$ cat src/inc/pcfc_pkg.sv
/*
  Constants and state types for the function command control block.
  Assumes byte addresses in configuration space, dword-aligned accesses.
*/
package pcfc_pkg;

  // Register placement and reset values
  localparam logic [11:0] PCFC_CMD_OFF = 12'h004;
  localparam logic [11:0] PCFC_STAT_OFF = 12'h006;
  localparam logic [15:0] PCFC_CMD_RESET = 16'h0000;
  localparam logic [15:0] PCFC_CMD_RW_MASK = 16'h0546;
  localparam logic [15:0] PCFC_STAT_FIXED = 16'h0010;

  // Command field positions
  localparam int PCFC_CMD_INTX_DIS = 10;
  localparam int PCFC_CMD_ERR_EN = 8;
  localparam int PCFC_CMD_PAR_EN = 6;
  localparam int PCFC_CMD_BM_EN = 2;
  localparam int PCFC_CMD_MEM_EN = 1;
  localparam int PCFC_CMD_IO_EN = 0;

  // Status field positions, within the 16-bit status half
  localparam int PCFC_STAT_ERR = 14;
  localparam int PCFC_STAT_PAR = 8;

  typedef struct packed {
    logic pass;
    logic block;
  } pcfc_gate_t;

  typedef struct packed {
    logic [15:0] cmd;
    logic par_flag;
    logic err_flag;
    logic [31:0] rdata;
    logic rd_valid;
    logic poison_fwd;
    logic intx;
    logic msi;
  } pcfc_state_t;

endpackage : pcfc_pkg

$ cat src/core/pcfc_top.sv
/*
  Command control register of the function, with the gating it applies
  to downstream requests, upstream requests, error messages, message
  interrupts and legacy interrupts; also the two status flags it governs.
  Assumes configuration requests and link events are synchronous
  single-cycle strobes from the link core on i_sys_clk.
*/
// What this block does
// - Command register at 04h, all bits zero after reset.
// - Bits 15 to 11 reserved, read as zero.
// - Bit 10 read/write, controls legacy interrupt signalling.
// - Bit 9 read-only zero; no fast back-to-back transactions.
// - Bit 8 read/write; error messages sent only while set.
// - Bit 7 hardwired zero; no address or data stepping.
// - Bit 6 read/write; gates setting of the poisoned data flag.
// - Poisoned data handling itself ignores bit 6.
// - Bit 5 read-only zero; no palette snooping.
// - Bit 4 read-only zero; no write-and-invalidate.
// - Bit 3 read-only zero; no special cycles.
// - Bit 2 read/write; no upstream requests while clear.
// - Bit 1 read/write; memory requests get unsupported-request while clear.
// - Bit 0 read-only zero; I/O requests get unsupported-request.
// - Poisoned data flag is status bit 8 at 06h.
// - Status bit 14 set when an error message is sent while enabled.
`timescale 1ns/1ps
module pcfc_top
  import pcfc_pkg::*;
(
  input wire logic i_sys_clk,
  input wire logic i_resetn,
  input wire logic i_cfg_wr,
  input wire logic i_cfg_rd,
  input wire logic [11:0] i_cfg_addr,
  input wire logic [3:0] i_cfg_be,
  input wire logic [31:0] i_cfg_wdata,
  input wire logic i_rx_req_valid,
  input wire logic i_rx_req_io,
  input wire logic i_up_req,
  input wire logic i_err_evt,
  input wire logic i_poison_rx,
  input wire logic i_intx_req,
  input wire logic i_msi_req,
  output logic [31:0] o_cfg_rdata,
  output logic o_cfg_rd_valid,
  output logic [15:0] o_cmd,
  output logic o_rx_accept,
  output logic o_rx_ur,
  output logic o_up_grant,
  output logic o_up_refused,
  output logic o_err_msg_send,
  output logic o_poison_fwd,
  output logic o_intx_assert,
  output logic o_msi_send,
  output logic o_stat_par,
  output logic o_stat_err
);

  pcfc_state_t st_q;
  pcfc_state_t st_d;
  logic cfg_hit;
  logic [15:0] wr_mask;
  logic [15:0] stat_word;
  logic rx_en;
  logic err_set;
  logic par_set;
  logic err_clr;
  logic par_clr;

  // Command and status share one dword
  assign cfg_hit = (i_cfg_addr[11:2] == PCFC_CMD_OFF[11:2]);
  assign wr_mask = {{8{i_cfg_be[1]}}, {8{i_cfg_be[0]}}};

  always_comb begin
    stat_word = PCFC_STAT_FIXED;
    stat_word[PCFC_STAT_ERR] = st_q.err_flag;
    stat_word[PCFC_STAT_PAR] = st_q.par_flag;
  end

  // Only I/O enable (constant zero) or memory enable lets a request in
  assign rx_en = i_rx_req_io ? st_q.cmd[PCFC_CMD_IO_EN]
                             : st_q.cmd[PCFC_CMD_MEM_EN];
  assign err_set = i_err_evt & st_q.cmd[PCFC_CMD_ERR_EN];
  assign par_set = i_poison_rx & st_q.cmd[PCFC_CMD_PAR_EN];
  assign err_clr = i_cfg_wr & cfg_hit & i_cfg_be[3] & i_cfg_wdata[30];
  assign par_clr = i_cfg_wr & cfg_hit & i_cfg_be[3] & i_cfg_wdata[24];

  always_comb begin
    st_d = st_q;
    if (i_cfg_wr && cfg_hit) begin
      // Only writable bits of enabled bytes take data; the rest keep their value
      st_d.cmd = (st_q.cmd & ~(wr_mask & PCFC_CMD_RW_MASK)) |
        (i_cfg_wdata[15:0] & wr_mask & PCFC_CMD_RW_MASK);
    end
    // Set wins over a clear in the same cycle
    st_d.err_flag = err_set | (st_q.err_flag & ~err_clr);
    st_d.par_flag = par_set | (st_q.par_flag & ~par_clr);
    st_d.rd_valid = i_cfg_rd;
    if (i_cfg_rd && cfg_hit) begin
      st_d.rdata = {stat_word, st_q.cmd};
    end else begin
      st_d.rdata = 32'h0000_0000;
    end
    st_d.poison_fwd = i_poison_rx;
    st_d.intx = i_intx_req & ~st_q.cmd[PCFC_CMD_INTX_DIS];
    st_d.msi = i_msi_req & st_q.cmd[PCFC_CMD_BM_EN];
  end

  always_ff @(posedge i_sys_clk or negedge i_resetn) begin
    if (!i_resetn) begin
      st_q <= '0;
      st_q.cmd <= PCFC_CMD_RESET;
    end else begin
      st_q <= st_d;
    end
  end

  pcfc_gate u_rx_gate (
    .i_sys_clk(i_sys_clk),
    .i_resetn(i_resetn),
    .i_evt(i_rx_req_valid),
    .i_en(rx_en),
    .o_pass(o_rx_accept),
    .o_block(o_rx_ur)
  );

  pcfc_gate u_up_gate (
    .i_sys_clk(i_sys_clk),
    .i_resetn(i_resetn),
    .i_evt(i_up_req),
    .i_en(st_q.cmd[PCFC_CMD_BM_EN]),
    .o_pass(o_up_grant),
    .o_block(o_up_refused)
  );

  pcfc_gate u_err_gate (
    .i_sys_clk(i_sys_clk),
    .i_resetn(i_resetn),
    .i_evt(i_err_evt),
    .i_en(st_q.cmd[PCFC_CMD_ERR_EN]),
    .o_pass(o_err_msg_send),
    .o_block()
  );

  assign o_cfg_rdata = st_q.rdata;
  assign o_cfg_rd_valid = st_q.rd_valid;
  assign o_cmd = st_q.cmd;
  assign o_poison_fwd = st_q.poison_fwd;
  assign o_intx_assert = st_q.intx;
  assign o_msi_send = st_q.msi;
  assign o_stat_par = st_q.par_flag;
  assign o_stat_err = st_q.err_flag;
endmodule : pcfc_top

$ cat src/core/pcfc_gate.sv
/*
  Registered event gate: an event passes or is blocked by an enable.
  Assumes the event and enable are synchronous to i_sys_clk.
*/
`timescale 1ns/1ps
module pcfc_gate
  import pcfc_pkg::*;
(
  input wire logic i_sys_clk,
  input wire logic i_resetn,
  input wire logic i_evt,
  input wire logic i_en,
  output logic o_pass,
  output logic o_block
);

  pcfc_gate_t st_q;
  pcfc_gate_t st_d;

  always_comb begin
    st_d = st_q;
    st_d.pass = i_evt & i_en;
    st_d.block = i_evt & ~i_en;
  end

  always_ff @(posedge i_sys_clk or negedge i_resetn) begin
    if (!i_resetn) begin
      st_q <= '0;
    end else begin
      st_q <= st_d;
    end
  end

  assign o_pass = st_q.pass;
  assign o_block = st_q.block;

endmodule : pcfc_gate

$ cat config.mk
export PLATFORM = sky130hd
export DESIGN_NAME = pcfc_top
export DESIGN_NICKNAME = d
export VERILOG_FILES = /design/src/inc/pcfc_pkg.sv /design/src/core/pcfc_top.sv /design/src/core/pcfc_gate.sv
export SDC_FILE = /design/constraint.sdc
export NUM_CORES = 1
export LEC_CHECK = 0
export ABC_AREA = 1
export BUFFER_PORTS_ARGS = -buffer_cell sky130_fd_sc_hd__buf_4
export CAP_MARGIN = 20
export CORE_ASPECT_RATIO = 1.25
export CORE_UTILIZATION = 32
export CTS_CLUSTER_DIAMETER = 30
export DETAILED_ROUTE_END_ITERATION = 8
export HOLD_SLACK_MARGIN = 0.06
export PLACE_DENSITY_LB_ADDON = 0.08
export SKIP_CTS_REPAIR_TIMING = 1
export SYNTH_ARGS = -nofsm -noshare
export SYNTH_HDL_FRONTEND = slang
export SYNTH_SLANG_ARGS = --single-unit
export TNS_END_PERCENT = 10
$ cat constraint.sdc
create_clock -name i_sys_clk -period 0.8 [get_ports i_sys_clk]
set_input_delay 0.04 -clock i_sys_clk [delete_from_list [all_inputs] [get_ports i_sys_clk]]
set_output_delay 0.04 -clock i_sys_clk [all_outputs]
set_load 0.05 [all_outputs]
---- After elaboration in Yosys (flattened, before gate mapping) ----
Index checks and enable logic that the tools add are counted.
Widths: inputs -> output; s select.
operators by class
  eq/ne operators ......................... 1
  bitwise operators ....................... 25
  mux-type cells .......................... 2
  reduce and logical (&&, ||, !) cells .... 2
operator list
  cell                 number
  $mux 31              1
  $and 16x16->16       1
  $not 11->16          1
  $or 16x11->16        1
  $and 1x1->1          14
  $and 11x11->11       1
  $eq 10x1->1 const B  1
  $not 1->1            5
  $logic_and 1x1->1    2
  $or 1x1->1           2
  $mux 1               1
storage, ports and cells
  flip-flop bits (word level) ............. 58
  word-level logic and storage cells ...... 43
  output and inout bits ................... 59

---- Longest topological paths before layout ----
  word-level depth ........................ 7
  depth in mapped cells ................... 7

---- Cells and area by module ----
Synthesis repeated with hierarchy kept, for this count alone.
second synthesis, totals
  cell total of the unflattened synthesis .. 128
  area, all modules ....................... 1204.9 um^2
by module, submodules not included
  module     cells each  times used  area each (um^2)
  pcfc_top   110         1           1002.2
  pcfc_gate  6           3           67.6

---- Worst setup path after synthesis ----
OpenSTA, ideal clock, no wires.
  path type ............................... register to register
  start point ............................. register with a tool-made name
  end point ............................... register u_rx_gate.st_q, in the netlist u_rx_gate.o_block
  arrival time ............................ 0.881 ns
  cell stages (with the launch flop) ...... 4
  setup slack ............................. -0.197 ns
  data required time ...................... 0.684 ns
  clock period less this slack ............ 0.997 ns
  path through ............................ dfrtp_1 > inv_1 > nor2_1 > nor2_1
RTL lines
  what                  line             text
  end signal, assigned  pcfc_gate.sv:30  st_q <= st_d;
  end, declared         pcfc_gate.sv:17  pcfc_gate_t st_q;

==> results.yml <==
cells_and_area:
  n_fill_cell: 346
  area_growth_pct: 51.1
  layout-drive-gt1-share_pct: 34.9
  fin_nets: 256
  final_area_um2: 1760
  n_antenna_cell: 0
  finalNonFillerCells: 234
clock_tree:
  clkSinkCount: 24
  path_clk_slew_ns: 0.08
  clk_latency_ns: 0.26
  htree_levels: 1
  cts-root-buf: "clkbuf_8"
  cts_tree: "yes"
  cts_buffers: 3
  cts_buffer_depth: 2
critical_path:
  critPathKind: "reg -> out"
  cp_max_fo: 5
  slowest_stage: "dfrtp_2"
  crit_required_ns: 0.76
  cp-end-kind: "primary output"
  cp_num_buf_inv: 1
  cp_slowest_stage_delay_ns: 0.45
  crit_path_start_kind: "flip-flop"
  crit_chain: "buf_6"
  cp_top_family: "flip-flops"
  arrival_ns: 0.88
run:
  cap_violations: 0
die:
  core_um2: 3480
  die_w_um: 55.9
  rows: 24
  io-pin-count: 118
  die_h_um: 69.4
  dieArea_um2: 3880
  start_util_pct: 33.4
global_routing:
  grt_pass1_wl_um: 3480
  first_global_vias: 801
  overflow: 0
  grt_use_total_pct: 11.4
  antenna_found_initial: 0
  grt_max_degree: 25
place:
  dp_slack_ns: -0.166
  routabilityCongestion: 0.711
  hpwl_um: 1730
  place_area_um2: 1470
  port_buffers: 54
  placedCellCount: 215
power_and_ir_drop:
  leakagePower_nw: 0.960
  ir_worst_vdd_uv: 1000
  power_density_nw_per_um2: 1520
  finalPower_mw: 2.68
routing:
  wire_per_inst_um: 9.53
  vias_per_cell: 3.77
  route.detailed.drc: 0
  finalWirelength_um: 2230
  drt_first_iter_violations: 11
  vias: 882
  ant_nets: 0
  drt-pass1-iter-count: 4
synth:
  synth-seq-cells: 24
  synth_area_um2: 1160
  synth_edf_count: 0
  async_flop_share_pct: 100
  synth_cell_types: 13
  syn_inst: 125
  synthTopCellsByCount: "37 x buf_4, 24 x dfrtp_1, 20 x inv_1"
  synth.most_common_cell: "buf_4"
  yosys-top-cells-area: "dfrtp_1 52%, buf_4 24%, inv_1 6.5%, nor2_1 4.8%, nand2_1 4.5%"
  yosysTopAreaCell: "dfrtp_1"
  synth_flop_cell: "dfrtp_1"
  synth.yosys.seq_area_share_pct: 51.7
  yosysTopAreaCellShare_pct: 51.7
  yosys_warnings: 0
  avgSynthCellArea_um2: 9.30
status:
  status: "finished with violations"
  violations: "setup timing"
sta:
  fin_crit_ns: 0.921
  period_share_pct: 115
  final.setup.tns_ns: -1.09
  maxSlewViolCount: 0
  rsz0062_at_grt: "yes"
  finalSetupViolCount: 24
  clock_skew_ns: 0.00368
  fmax_mhz: 1090
  timing.final.ws_setup_ns: -0.121
  finalHoldViolations: 0
min_path:
  hold_class: "in -> reg"
cells by family after synthesis:
family                 count (synthesis)  synth area share [%]
and+or+nand+nor                       38                  15.5
other                                  1                 0.323
buffers and inverters                 57                  30.4
AOI/OAI and AO/OA                      5                  2.15
DFF                                   24                  51.7
area by class of cell:
cell class | count | area [um^2] | share of cell area (%)
clock buffer | 3 | 41.3 | 2.35
inverter | 20 | 75.1 | 4.27
multi-input combinational | 78 | 337 | 19.2
sequential | 24 | 604 | 34.4
tap | 39 | 48.8 | 2.78
timing repair buffer | 70 | 651 | 37.0
worst paths after layout:
path / startpoint / endpoint / slack, ns / cells after the start
max: flip-flop / o_cmd[2] / -0.12 / 1
min: i_cfg_be[1] / flip-flop / 0.08 / 3
max reg2reg: flip-flop / flip-flop / 0.01 / 3
min reg2reg: flip-flop / o_intx_assert$_DFF_PN0_ / 0.48 / 1
max in group asynchronous: i_resetn / asynchronous set/reset pin / 0.34 / 2
min in group asynchronous: i_resetn / u_up_gate.o_pass$_DFF_PN0_ / 0.21 / 2
cells in the final DEF, fill, tap and decap left out, types with 3 or more instances in the layout:
cell	count
conb_1	35
buf_4	32
buf_6	24
dfrtp_1	21
inv_1	20
nor2_1	15
nand2_1	14
dlygate4sd3_1	14
o21ai_1	5
nand3_2	3
dfrtp_2	3
clkbuf_8	3
where the power goes:
| part | total [mW] | internal, mW | switching, mW |
|---|---|---|---|
| Sequential | 1.26 | 1.24 | 0.0184 |
| Clock | 0.673 | 0.336 | 0.337 |
| Combinational | 0.749 | 0.202 | 0.547 |
| Total | 2.68 | 1.78 | 0.903 |
metal layers:
metal  vias up  share of wire [%]  track usage, %
met3         5                7.6            3.17
met2        53                 54            20.1
met1       388                 37            12.7
met4         0                1.5            4.88
met5         -                  0               0
li1        436                  -               -
stage by stage:
step | hold slack [ns] | utilization [%]
floorplan | -0.256 | -
global placement | -0.0461 | 42.2
detailed placement | -0.0466 | 42.2
CTS | -0.334 | 43.4
global route | 0.101 | 50.4
finish | 0.0838 | 50.4
worst min-delay path, cell delays in order:
cell     delay (ns)
buf_4          0.11
nand3_2        0.10
o21ai_1        0.06
Power figures use the tool's default switching activity.
